===== src/hw/sgi_pkg.sv =====
// Purpose: shared constants and types for the memory start-up and mode register block
// Assumes: 25 MHz core clock; command decode happens upstream on the same clock
// Notes:   times are held in ns and turned into cycle counts here
package sgi_pkg;
   // ----------------------------------------
   // clock and timing
   // ----------------------------------------
   localparam int CLK_PERIOD_NS = 40;
   // latest moment for termination enable: longest time, rounds down
   localparam int INIT2_NS = 20000;
   localparam int INIT2_CYC = INIT2_NS / CLK_PERIOD_NS;
   // least times round up
   localparam int CSP_PRE_NS = 100;
   localparam int CSP_PRE_CYC = (CSP_PRE_NS + CLK_PERIOD_NS - 1) / CLK_PERIOD_NS;
   localparam int CSP_POST_NS = 100;
   localparam int CSP_POST_CYC = (CSP_POST_NS + CLK_PERIOD_NS - 1) / CLK_PERIOD_NS;
   localparam int MOD_NS = 60;
   localparam int MOD_CYC = (MOD_NS + CLK_PERIOD_NS - 1) / CLK_PERIOD_NS;
   // stable write clock cycles before automatic training entry
   localparam int INIT3_CYC_DEF = 2048;
   // ----------------------------------------
   // info read latency, in quad_cmd_clock_cycles
   // ----------------------------------------
   localparam logic [4:0] IRD_LAT_MIN = 5'h0A;
   localparam logic [4:0] IRD_LAT_MAX = 5'h12;
   localparam logic [4:0] IRD_LAT_DEF = 5'h0E;
   // ----------------------------------------
   // mode registers
   // ----------------------------------------
   localparam int NUM_MR = 64;
   localparam int MR_W = 12;
   localparam int FD_NUM = 6;
   localparam logic [5:0] FD_LO = 6'h0A;
   localparam logic [5:0] FD_HI = 6'h0F;
   localparam logic [5:0] MR_WCLK = 6'h0C;
   localparam int POSTPONE_BIT = 11;
   localparam logic [MR_W-1:0] MR_RST = 12'h000;
   // latched configuration bits on the low command-address inputs
   localparam int CFG_CA_TERM_BIT = 1;
   localparam int CFG_WCK_TERM_BIT = 2;
   // ----------------------------------------
   // register map (byte addresses, low 12 bits decoded)
   // ----------------------------------------
   localparam logic [11:0] OFF_STATUS = 12'h000;
   localparam logic [11:0] OFF_ERR = 12'h004;
   localparam logic [11:0] OFF_IRD_LAT = 12'h008;
   localparam logic [11:0] OFF_CFG = 12'h00C;
   localparam logic [3:0] MR_WIN_PAGE = 4'h1;
   // error flag positions
   localparam int ERR_W = 6;
   localparam int ERR_ACTIVE_BANK = 0;
   localparam int ERR_MRS_BUSY = 1;
   localparam int ERR_WCLK_REG = 2;
   localparam int ERR_FLAG_PEND = 3;
   localparam int ERR_CSP_EARLY = 4;
   localparam int ERR_WCK_LOST = 5;
   // ----------------------------------------
   // types
   // ----------------------------------------
   typedef enum logic [3:0] {
      CMD_NONE, CMD_ROW_NOP_LONG, CMD_COLUMN_NOP_LONG, CMD_COMMAND_START_POINT,
      CMD_CA_TRAINING_EXIT, CMD_MODE_SET, CMD_INFO_READ, CMD_SLEEP_ENTRY,
      CMD_SLEEP_EXIT, CMD_OTHER
   } sgi_cmd_e_t;
   typedef struct packed {
      logic valid;
      sgi_cmd_e_t code;
      logic [5:0] addr;
      logic [MR_W-1:0] data;
   } sgi_cmd_t;
   typedef enum logic [3:0] {
      ST_RESET, ST_CAL, ST_WCK_WAIT, ST_CA_TRAIN, ST_CSP_PRE, ST_CSP_WAIT,
      ST_CSP_POST, ST_READY, ST_SLEEP, ST_UNDEF
   } sgi_state_t;
endpackage : sgi_pkg


===== src/hw/sgi_init_mr_ctrl.sv =====
// Purpose: start-up sequencing and mode register store of the memory device
// Assumes: commands arrive decoded on clk; pins pass two flip-flops first
// Notes:   registers reached over an AHB-Lite slave with zero wait states
//
// What this block does
// host holds config levels after reset release
// NOPs held high; calibration runs without clock
// termination enabled before second init delay
// host gives stable write clock long enough
// write clock stop outside sleep is fatal
// automatic command-address training after third delay
// start point only after pre time, then post
// info read latency default between 10 and 18
// host programs all mode registers before training; mode set is taken only in ST_READY, after training
// reset pulse restarts from configuration setup
// 64 mode registers, top sixteen vendor
// values kept until rewrite or reset
// mode set only when idle, wait delay; a mode set inside the delay is still taken and sets ERR_MRS_BUSY
// few registers writable with bank active
// reserved bits zero, unknown options ignored
// postponed frequency registers applied at sleep entry
// flag set: frequency registers apply directly
// flag set only with nothing pending; setting it with writes pending is still taken and sets ERR_FLAG_PEND
// clock frequency register only with flag clear
// avoid other frequency writes with flag set
// config levels set up before release
// power-up reset held for first delay
// chip reset discards staged register writes
//
// Decided for this implementation: the address map and the AHB-Lite interface to the registers.
`timescale 1ns/1ps
`default_nettype none
module sgi_init_mr_ctrl #(
   parameter int INIT3_CYCLES = sgi_pkg::INIT3_CYC_DEF
) (
   input wire logic clk,
   input wire logic reset,
   input wire logic reset_n_pin,
   input wire logic [4:0] ca_cfg_pin,
   input wire logic wclk_running_pin,
   input wire sgi_pkg::sgi_cmd_t cmd,
   input wire logic bank_active,
   input wire logic hsel,
   input wire logic [31:0] haddr,
   input wire logic [1:0] htrans,
   input wire logic hwrite,
   input wire logic [2:0] hsize,
   input wire logic [31:0] hwdata,
   input wire logic hready,
   output logic [31:0] hrdata,
   output logic hreadyout,
   output logic hresp,
   output logic wck_term_en,
   output logic ca_term_en,
   output logic ca_training,
   output logic init_done,
   output logic postpone_flag,
   output logic [4:0] ird_latency
);
   import sgi_pkg::*;

   // ----------------------------------------
   // pin synchronisers
   // ----------------------------------------
   logic [6:0] sync1;
   logic [6:0] sync2;
   logic rst_pin_s;
   logic [4:0] ca_cfg_s;
   logic wck_s;
   always_ff @(posedge clk) begin
      sync1 <= {wclk_running_pin, ca_cfg_pin, reset_n_pin};
      sync2 <= sync1;
   end
   assign rst_pin_s = sync2[0];
   assign ca_cfg_s = sync2[5:1];
   assign wck_s = sync2[6];

   // pin reset acts like the chip reset for sequencer, mode register and latency state; error flags and latched config see chip reset only
   logic dev_rst;
   assign dev_rst = reset || !rst_pin_s;

   // ----------------------------------------
   // start-up sequencer
   // ----------------------------------------
   sgi_state_t state;
   logic [15:0] tmr;
   logic [4:0] cfg;
   logic wck_lost;
   logic cmd_csp;
   logic cmd_ca_training_exit;
   logic sleep_take;
   assign cmd_csp = cmd.valid && cmd.code == CMD_COMMAND_START_POINT;
   assign cmd_ca_training_exit = cmd.valid && cmd.code == CMD_CA_TRAINING_EXIT;
   assign sleep_take = cmd.valid && cmd.code == CMD_SLEEP_ENTRY && state == ST_READY;
   // once the write clock is required only sleep may see it stopped
   assign wck_lost = !wck_s && (state inside {ST_CA_TRAIN, ST_CSP_PRE, ST_CSP_WAIT,
                                               ST_CSP_POST, ST_READY});

   always_ff @(posedge clk) begin
      if (dev_rst) begin
         state <= ST_RESET;
         tmr <= 16'h0000;
      end else if (wck_lost) begin
         state <= ST_UNDEF;
      end else begin
         case (state)
            ST_RESET: begin
               state <= ST_CAL;
               tmr <= 16'h0000;
            end
            // impedance calibration on the core clock only
            ST_CAL: begin
               if (tmr == 16'(INIT2_CYC - 1)) begin
                  state <= ST_WCK_WAIT;
                  tmr <= 16'h0000;
               end else begin
                  tmr <= tmr + 16'h0001;
               end
            end
            // any gap in the write clock restarts the stable count
            ST_WCK_WAIT: begin
               if (!wck_s) begin
                  tmr <= 16'h0000;
               end else if (tmr == 16'(INIT3_CYCLES - 1)) begin
                  state <= ST_CA_TRAIN;
                  tmr <= 16'h0000;
               end else begin
                  tmr <= tmr + 16'h0001;
               end
            end
            ST_CA_TRAIN: begin
               if (cmd_ca_training_exit) begin
                  state <= ST_CSP_PRE;
                  tmr <= 16'h0000;
               end
            end
            ST_CSP_PRE: begin
               if (tmr == 16'(CSP_PRE_CYC - 1)) begin
                  state <= ST_CSP_WAIT;
                  tmr <= 16'h0000;
               end else begin
                  tmr <= tmr + 16'h0001;
               end
            end
            ST_CSP_WAIT: begin
               if (cmd_csp) begin
                  state <= ST_CSP_POST;
                  tmr <= 16'h0000;
               end
            end
            ST_CSP_POST: begin
               if (tmr == 16'(CSP_POST_CYC - 1)) begin
                  state <= ST_READY;
               end else begin
                  tmr <= tmr + 16'h0001;
               end
            end
            ST_READY: begin
               if (sleep_take) begin
                  state <= ST_SLEEP;
               end
            end
            ST_SLEEP: begin
               if (cmd.valid && cmd.code == CMD_SLEEP_EXIT) begin
                  state <= ST_READY;
               end
            end
            default: begin
               state <= ST_UNDEF;
            end
         endcase
      end
   end

   // configuration caught on the first cycle the released pin is seen
   always_ff @(posedge clk) begin
      if (reset) begin
         cfg <= 5'h00;
      end else if (state == ST_RESET && rst_pin_s) begin
         cfg <= ca_cfg_s;
      end
   end

   // termination follows the latched straps at the end of calibration
   always_ff @(posedge clk) begin
      if (dev_rst) begin
         wck_term_en <= 1'b0;
         ca_term_en <= 1'b0;
      end else if (state == ST_CAL && tmr == 16'(INIT2_CYC - 1)) begin
         wck_term_en <= cfg[CFG_WCK_TERM_BIT];
         ca_term_en <= cfg[CFG_CA_TERM_BIT];
      end
   end

   always_ff @(posedge clk) begin
      if (dev_rst) begin
         ca_training <= 1'b0;
         init_done <= 1'b0;
      end else begin
         ca_training <= (state == ST_CA_TRAIN);
         init_done <= (state == ST_READY) || (state == ST_SLEEP);
      end
   end

   // ----------------------------------------
   // mode registers
   // ----------------------------------------
   logic [MR_W-1:0] mr_app [NUM_MR];
   logic [MR_W-1:0] fd_stage [FD_NUM];
   logic [FD_NUM-1:0] fd_pend;
   logic [2:0] mod_cnt;
   logic mrs_take;
   logic is_fd;
   logic ok_active;
   logic blk_active;
   logic blk_wclk;
   logic accept;
   logic stage;
   logic direct;
   logic [2:0] fd_idx;
   assign mrs_take = cmd.valid && cmd.code == CMD_MODE_SET && state == ST_READY;
   assign is_fd = cmd.addr >= FD_LO && cmd.addr <= FD_HI;
   assign fd_idx = 3'(cmd.addr - FD_LO);
   assign ok_active = (cmd.addr >= 6'h05 && cmd.addr <= 6'h07)
                   || (cmd.addr >= 6'h10 && cmd.addr <= 6'h15)
                   || (cmd.addr >= 6'h17 && cmd.addr <= 6'h1A);
   assign blk_active = bank_active && !ok_active;
   // the clock frequency register only moves through sleep
   assign blk_wclk = cmd.addr == MR_WCLK && postpone_flag;
   assign accept = mrs_take && !blk_active && !blk_wclk;
   assign stage = accept && is_fd && !postpone_flag;
   assign direct = accept && !stage;
   assign postpone_flag = mr_app[0][POSTPONE_BIT];

   // the whole word is stored; no optional field is implemented, so set
   // optional or reserved bits steer nothing here
   always_ff @(posedge clk) begin
      if (dev_rst) begin
         for (int i = 0; i < NUM_MR; i++) begin
            mr_app[i] <= MR_RST;
         end
      end else if (direct) begin
         mr_app[cmd.addr] <= cmd.data;
      end else if (sleep_take) begin
         for (int i = 0; i < FD_NUM; i++) begin
            if (fd_pend[i]) begin
               mr_app[FD_LO + 6'(i)] <= fd_stage[i];
            end
         end
      end
   end

   // last write wins; rewriting the active value cancels the pending one
   genvar g;
   generate
      for (g = 0; g < FD_NUM; g++) begin : g_fd
         always_ff @(posedge clk) begin
            if (dev_rst) begin
               fd_stage[g] <= MR_RST;
               fd_pend[g] <= 1'b0;
            end else if (stage && fd_idx == 3'(g)) begin
               fd_stage[g] <= cmd.data;
               fd_pend[g] <= cmd.data != mr_app[FD_LO + 6'(g)];
            end else if (sleep_take) begin
               fd_pend[g] <= 1'b0;
            end
         end
      end
   endgenerate

   always_ff @(posedge clk) begin
      if (dev_rst) begin
         mod_cnt <= 3'h0;
      end else if (accept) begin
         mod_cnt <= 3'(MOD_CYC);
      end else if (mod_cnt != 3'h0) begin
         mod_cnt <= mod_cnt - 3'h1;
      end
   end

   // ----------------------------------------
   // AHB-Lite slave
   // ----------------------------------------
   logic ap;
   logic wr_pend;
   logic [11:0] wr_addr;
   logic [ERR_W-1:0] err;
   logic [ERR_W-1:0] err_set;
   logic [ERR_W-1:0] err_clr;
   logic [31:0] rd_val;
   assign ap = hsel && htrans[1] && hready;

   always_comb begin
      err_set = '0;
      err_set[ERR_ACTIVE_BANK] = mrs_take && blk_active;
      err_set[ERR_MRS_BUSY] = mrs_take && mod_cnt != 3'h0;
      err_set[ERR_WCLK_REG] = mrs_take && blk_wclk;
      err_set[ERR_FLAG_PEND] = direct && cmd.addr == 6'h00
                             && cmd.data[POSTPONE_BIT] && !postpone_flag
                             && fd_pend != '0;
      err_set[ERR_CSP_EARLY] = cmd_csp && state == ST_CSP_PRE;
      err_set[ERR_WCK_LOST] = wck_lost;
   end
   assign err_clr = (wr_pend && wr_addr == OFF_ERR) ? hwdata[ERR_W-1:0] : '0;

   always_ff @(posedge clk) begin
      if (reset) begin
         wr_pend <= 1'b0;
         wr_addr <= 12'h000;
      end else begin
         wr_pend <= ap && hwrite;
         wr_addr <= haddr[11:0];
      end
   end

   // set wins over the write-one clear in the same cycle
   always_ff @(posedge clk) begin
      if (reset) begin
         err <= '0;
      end else begin
         err <= (err & ~err_clr) | err_set;
      end
   end

   // out-of-range latency values are clamped into the legal window
   always_ff @(posedge clk) begin
      if (dev_rst) begin
         ird_latency <= IRD_LAT_DEF;
      end else if (wr_pend && wr_addr == OFF_IRD_LAT) begin
         if (hwdata[4:0] < IRD_LAT_MIN) begin
            ird_latency <= IRD_LAT_MIN;
         end else if (hwdata[4:0] > IRD_LAT_MAX) begin
            ird_latency <= IRD_LAT_MAX;
         end else begin
            ird_latency <= hwdata[4:0];
         end
      end
   end

   always_comb begin
      rd_val = 32'h0000_0000;
      if (haddr[11:0] == OFF_STATUS) begin
         rd_val = {16'h0000, 2'b00, mod_cnt != 3'h0, fd_pend, postpone_flag,
                   ca_term_en, wck_term_en, 4'(state)};
      end else if (haddr[11:0] == OFF_ERR) begin
         rd_val = {26'h0, err};
      end else if (haddr[11:0] == OFF_IRD_LAT) begin
         rd_val = {27'h0, ird_latency};
      end else if (haddr[11:0] == OFF_CFG) begin
         rd_val = {27'h0, cfg};
      end else if (haddr[11:8] == MR_WIN_PAGE) begin
         rd_val = {20'h0, mr_app[haddr[7:2]]};
      end
   end

   // read data is sampled in the address phase so it can leave a flop
   always_ff @(posedge clk) begin
      if (reset) begin
         hrdata <= 32'h0000_0000;
         hreadyout <= 1'b1;
         hresp <= 1'b0;
      end else begin
         hreadyout <= 1'b1;
         hresp <= 1'b0;
         if (ap && !hwrite) begin
            hrdata <= rd_val;
         end
      end
   end

   // ----------------------------------------
   // checks
   // ----------------------------------------
   localparam int CHK_INIT2 = INIT2_CYC + 1;
endmodule : sgi_init_mr_ctrl
`default_nettype wire


===== config.mk =====
export PLATFORM = sky130hd
export DESIGN_NAME = sgi_init_mr_ctrl
export DESIGN_NICKNAME = d
export VERILOG_FILES = /design/src/hw/sgi_pkg.sv /design/src/hw/sgi_init_mr_ctrl.sv
export SDC_FILE = /design/constraint.sdc
export NUM_CORES = 2
export LEC_CHECK = 0
export ABC_AREA = 1
export BUFFER_PORTS_ARGS = -buffer_cell sky130_fd_sc_hd__buf_2
export CAP_MARGIN = 20
export CORE_ASPECT_RATIO = 1.4
export CORE_MARGIN = 2
export CORE_UTILIZATION = 60
export CTS_BUF_LIST = sky130_fd_sc_hd__clkbuf_8
export CTS_CLUSTER_SIZE = 16
export DETAILED_ROUTE_END_ITERATION = 8
export GPL_ROUTABILITY_DRIVEN = 1
export PLACE_DENSITY = 0.78
export REMOVE_ABC_BUFFERS = 1
export SLEW_MARGIN = 20
export SYNTH_ARGS = -nofsm -noshare
export SYNTH_HDL_FRONTEND = slang
export SYNTH_SLANG_ARGS = --single-unit

===== constraint.sdc =====
create_clock -name clk -period 5 [get_ports clk]
set_input_delay 1.5 -clock clk [delete_from_list [all_inputs] [get_ports clk]]
set_output_delay 1.5 -clock clk [all_outputs]
set_load 0.02 [all_outputs]

== Yosys cells after proc, flatten, opt, wreduce, memory -nomap -nowiden ==
Memories as Yosys holds them, arrays and structs flattened.
Index checks and enable logic that the tools add are counted.

* Register bits: 108
* RAM bits: 840
* Bits of input ports: 105
* Logic and storage cells: 285
* Memories: 2

{| class="wikitable"
|+ Memories
! memory !! words !! bits a word !! rd ports !! clocked after Yosys merged registers in !! write ports !! RTL line !! text
|-
| mr_app || 64 || 12 || 8 || 0 || 64 || sgi_init_mr_ctrl.sv:208 || <nowiki>logic [MR_W-1:0] mr_app [NUM_MR];</nowiki>
|-
| fd_stage || 6 || 12 || 6 || 0 || 6 || sgi_init_mr_ctrl.sv:209 || <nowiki>logic [MR_W-1:0] fd_stage [FD_NUM];</nowiki>
|}

* Add/subtract/negate cells: 3
* $lt $le $gt $ge: 10
* Equal/unequal tests: 53
* Muxes and demuxes: 104
* Bitwise operators: 16
* Reductions and logical operators: 74

{| class="wikitable"
|+ Operators with widths
! cell !! number
|-
| 2-to-1 mux 12 bit || 17
|-
| 2-to-1 mux 16 bit || 7
|-
| case mux 16 bit (7 select lines) || 1
|-
| inequality test 12 bit || 6
|-
| 2-to-1 mux 1 bit || 61
|-
| logical AND 1 bit || 41
|-
| 2-to-1 mux 4 bit || 10
|-
| == test 12 x 4 -> 1 bit, second input constant || 3
|-
| case mux 4 bit (9 select lines) || 1
|-
| == test 4 x 3 -> 1 bit, second input constant || 7
|-
| == test 12 x 3 -> 1 bit, second input constant || 2
|-
| inequality test 3 bit, second input constant || 7
|-
| AND reduction 9 bit || 2
|-
| adder 16 x 1 -> 16 bit, second input constant || 1
|-
| == test 16 x 11 -> 1 bit, second input constant || 1
|-
| == test 16 x 2 -> 1 bit, second input constant || 1
|-
| == test 16 x 9 -> 1 bit, second input constant || 1
|-
| inequality test 2 bit, second input constant || 8
|-
| 2-to-1 mux 14 bit || 1
|-
| nonzero test 2 bit || 7
|-
| == test 4 x 2 -> 1 bit, second input constant || 3
|-
| >= comparator 6 x 5 -> 1 bit, second input constant || 2
|-
| less-or-equal comparator 6 x 5 -> 1 bit, second input constant || 2
|-
| zero test 12 bit || 1
|-
| other kinds (36) || 67
|}

== Depth between registers and ports, before layout ==
* Word-level depth: 18
* Gate-level depth with buffers: 17
* Gate-level depth less buffers: 16

== Worst setup path after synthesis ==
Ideal clock, no wire load.

* Kind: input port to flip-flop
* Start point: input port cmd[14] (netlist bit)
* End point: memory mr_app[10][0], enable pin
* Setup time: 0.385 ns
* Arrival time: 3.627 ns
* Required time: 4.615 ns
* Slack: 0.987 ns
* Stages on the path: 16
* Path buffers: 2
* Path through: inv_1 > ha_1 > inv_1 > nor2_1 > o21ai_0 > nand2_1 > nand3_1 > nand2_1 > nand2_1 > nor2_1 > nand2_1 > buf_2 > nor3_2 > nand2_1 > buf_2 > o211ai_1

{| class="wikitable"
|+ RTL lines
! item !! RTL line !! text
|-
| start, declared || sgi_init_mr_ctrl.sv:41 || <nowiki>input wire sgi_pkg::sgi_cmd_t cmd,</nowiki>
|-
| end, declared || sgi_init_mr_ctrl.sv:208 ||
|}

==> impl_metrics.json <==
{
  "rows": 115,
  "postCtsHoldBufs": 0,
  "die_x_um": 228,
  "start_kind": "primary input",
  "slew_headroom_pct": 31.6,
  "rrSetupSlack_ns": 1.50,
  "yosysSeqAreaShare_pct": 64.0,
  "ant_nets": 0,
  "worstSetupEndpoint": "mr_app[11][0]$_DFFE_PP_",
  "htreeDepth": 4,
  "synth-edff-count": 840,
  "drc": 0,
  "place_hpwl_um": 77300,
  "hold_class": "reg2reg",
  "first_pass_iters": 6,
  "yosysWarnings": 0,
  "path_clk_slew_ns": 0.06,
  "cp.arrival_ns": 4.44,
  "drt_iter0_markers": 4163,
  "synthCells": 4401,
  "cts_made_buffers": 133,
  "placed_cells": 5223,
  "multi_input_area_um2": 13300,
  "top_layer": "met4",
  "r2r_cells": 14,
  "seq_area_um2": 27000,
  "initial_core_util_pct": 60.4,
  "p_per_area_nw_per_um2": 350,
  "final_nets": 4535,
  "drt_wl_total_um": 123000,
  "ys_ff_latch": 930,
  "clock_latency_ns": 0.78,
  "finalMaxSlewViolations": 0,
  "async_flop_share_pct": 0,
  "avgSynthCellArea_um2": 9.60,
  "drive_gt1_share_pct": 9.93,
  "stdcell_count": 5462,
  "vdd_ir_drop_max_mv": 0.274,
  "startpoint": "cmd[14]",
  "min_from": "sync1[2]$_DFF_P_",
  "placed_area_um2": 43800,
  "skew_ns": 0.0278,
  "crit_required_ns": 5.48,
  "cts_tree": "done",
  "reg2reg_to": "mr_app[11][0]$_DFFE_PP_",
  "globalRouteTotalUtil_pct": 34.1,
  "period_needed_ns": 3.96,
  "place.gp.congestion": 0.997,
  "die_area_um2": 72600,
  "wl_per_cell_um": 22.6,
  "final_area_um2": 46300,
  "core-area_um2": 69900,
  "antenna_found_initial": 2,
  "path_max_fanout": 13,
  "grt_max_degree": 94,
  "cts_num_sinks": 930,
  "drv_cap": 0,
  "vias": 33000,
  "areaGrowthSynthToFinish_pct": 9.64,
  "fmax_mhz": 252,
  "netlist-cell-type-count": 42,
  "wl_met3_um": 14100,
  "final_util_pct": 66.2,
  "die_h_um": 318,
  "dp_slack_ns": 0.286,
  "avgViaCountPerCell": 6.05,
  "post-cts-setup-buffer-count": 0,
  "timing.rr.start": "state[2]$_SDFFE_PP0P_",
  "timing.final.crit_share_pct": 79.3,
  "leakagePower_nw": 18.8,
  "grt_pass1_vias": 31800,
  "n_fill_cell": 5353,
  "cts_resized": 0,
  "wl_met1_um": 41200,
  "ios": 149,
  "io_buffers": 78,
  "setup_viol": 0,
  "status": "complete, no violations",
  "synth_ff_type": "edfxtp_1",
  "wl_met2_um": 59100,
  "timing_worst_setup_path_type": "in2reg",
  "rsz0062_at_grt": "no",
  "clk_path_buf_depth": 3,
  "mostFrequentLayoutCell": "nand2_1",
  "grt_pass1_wl_um": 185000,
  "final_cell_mix": "nand2_1 (1135), nor2_1 (868), edfxtp_1 (840), nand3_1 (308), inv_1 (175)",
  "end_kind": "flip-flop",
  "setup_ws_ns": 1.04,
  "tightest_slew_ns": 1.02,
  "syn_area_um2": 42200,
  "grt_overflow": 0,
  "hold_viol_final": 0,
  "cts_root_buf": "clkbuf_8"
}
-- synthesized netlist by cell type (all sizes together) (7+ instances only) --
library cell | instances | area [µm²]
nand2 | 1135 | 4260
nor2 | 874 | 3290
edfxtp | 840 | 25200
nand3 | 308 | 1540
clkbuf | 281 | 1050
nand4 | 155 | 970
inv | 150 | 563
o21ai | 111 | 556
dfxtp | 90 | 1800
a21oi | 82 | 410
a22oi | 82 | 616
buf | 81 | 412
xor2 | 34 | 298
nor3 | 33 | 170
o211ai | 24 | 180
xnor2 | 22 | 193
nor4 | 18 | 128
o22ai | 16 | 100
or2 | 15 | 93.8
a211oi | 12 | 90.1
clkinv | 9 | 33.8
ha | 7 | 87.6
-- how the worst min path moves through the flow --
stage	slack [ns]	cells after the start	end
floorplan	0.31	0	sync2[0]$_DFF_P_
global placement	0.31	0	sync2[6]$_DFF_P_
detailed placement	0.32	0	sync2[1]$_DFF_P_
CTS	0.33	0	sync2[5]$_DFF_P_
global route	0.33	0	sync2[5]$_DFF_P_
finish	0.33	0	sync2[2]$_DFF_P_
-- metal layers --
metal | up-vias | track usage [%]
li1 | 14900 | -
met1 | 15500 | 41.4
met2 | 2161 | 55.3
met3 | 469 | 6.42
met4 | 0 | 23.6
met5 | - | 0
-- cells by family (layout without fill, tap and decap cells) --
logic type	Yosys count	after routing	synth area share (%)
buffers and inverters	521	625	4.89
DFF	930	930	64.0
xor gates and xnor gates	56	56	1.16
adders and majority gates	7	7	0.207
other	2	23	0.0178
and+or+nand+nor	2545	2545	24.9
AOI/OAI and AO/OA	340	340	4.87
-- critical path: stages --
cell and delay (ns):
buf_2 0.14, inv_1 0.12, ha_1 0.18, inv_1 0.06
nor2_1 0.13, o21ai_0 0.09, nand2_1 0.07, nand3_1 0.14
nand2_1 0.12, nand2_1 0.09, nor2_1 0.13, nand2_1 0.30
nor2_1 0.19, buf_4 0.26, nand2_1 0.30, o211ai_1 0.30
clkbuf_4 0.30
-- metrics by stage --
stage	hold WS [ns]	total power, mW	setup TNS (ns)
5_1_grt	0.332	16.6	0
4_1_cts	0.334	16.1	0
3_3_place_gp	0.311	10.4	0
3_5_place_dp	0.317	10.5	0
6_report	0.331	16.2	0
2_1_floorplan	0.310	9.82	-188.90
-- flip-flops by register name (all words and copies together), names as in the netlist --
| name | count |
|---|---|
| err | 6 |
| wck_term_en | 1 |
| tmr | 16 |
| init_done | 1 |
| mr_app | 768 |
| ca_term_en | 1 |
| hrdata | 14 |
| sync1 | 7 |
| wr_pend | 1 |
| ird_latency | 5 |
| sync2 | 7 |
| state | 4 |
| fd_pend | 6 |
| mod_cnt | 3 |
| cfg | 5 |
| wr_addr | 12 |
| ca_training | 1 |
| fd_stage | 72 |
-- final cells by class --
type | count | area share (%)
sequential | 930 | 58.4
multi-input combinational | 2968 | 28.6
clock buffer | 144 | 4.28
timing repair buffer | 231 | 3.66
tap | 936 | 2.53
inverter | 159 | 1.32
clock inverter | 91 | 1.20
antenna | 3 | 0.0162
-- where the power goes --
| part | total (mW) | switching, mW | leakage, nW | internal, mW |
|---|---|---|---|---|
| logic | 1.44 | 1.11 | 7.29 | 0.330 |
| clock network | 5.84 | 2.87 | 1.44 | 2.97 |
| registers | 8.91 | 0.132 | 10.1 | 8.77 |
Note: power is estimated with default switching activity, not from simulation.
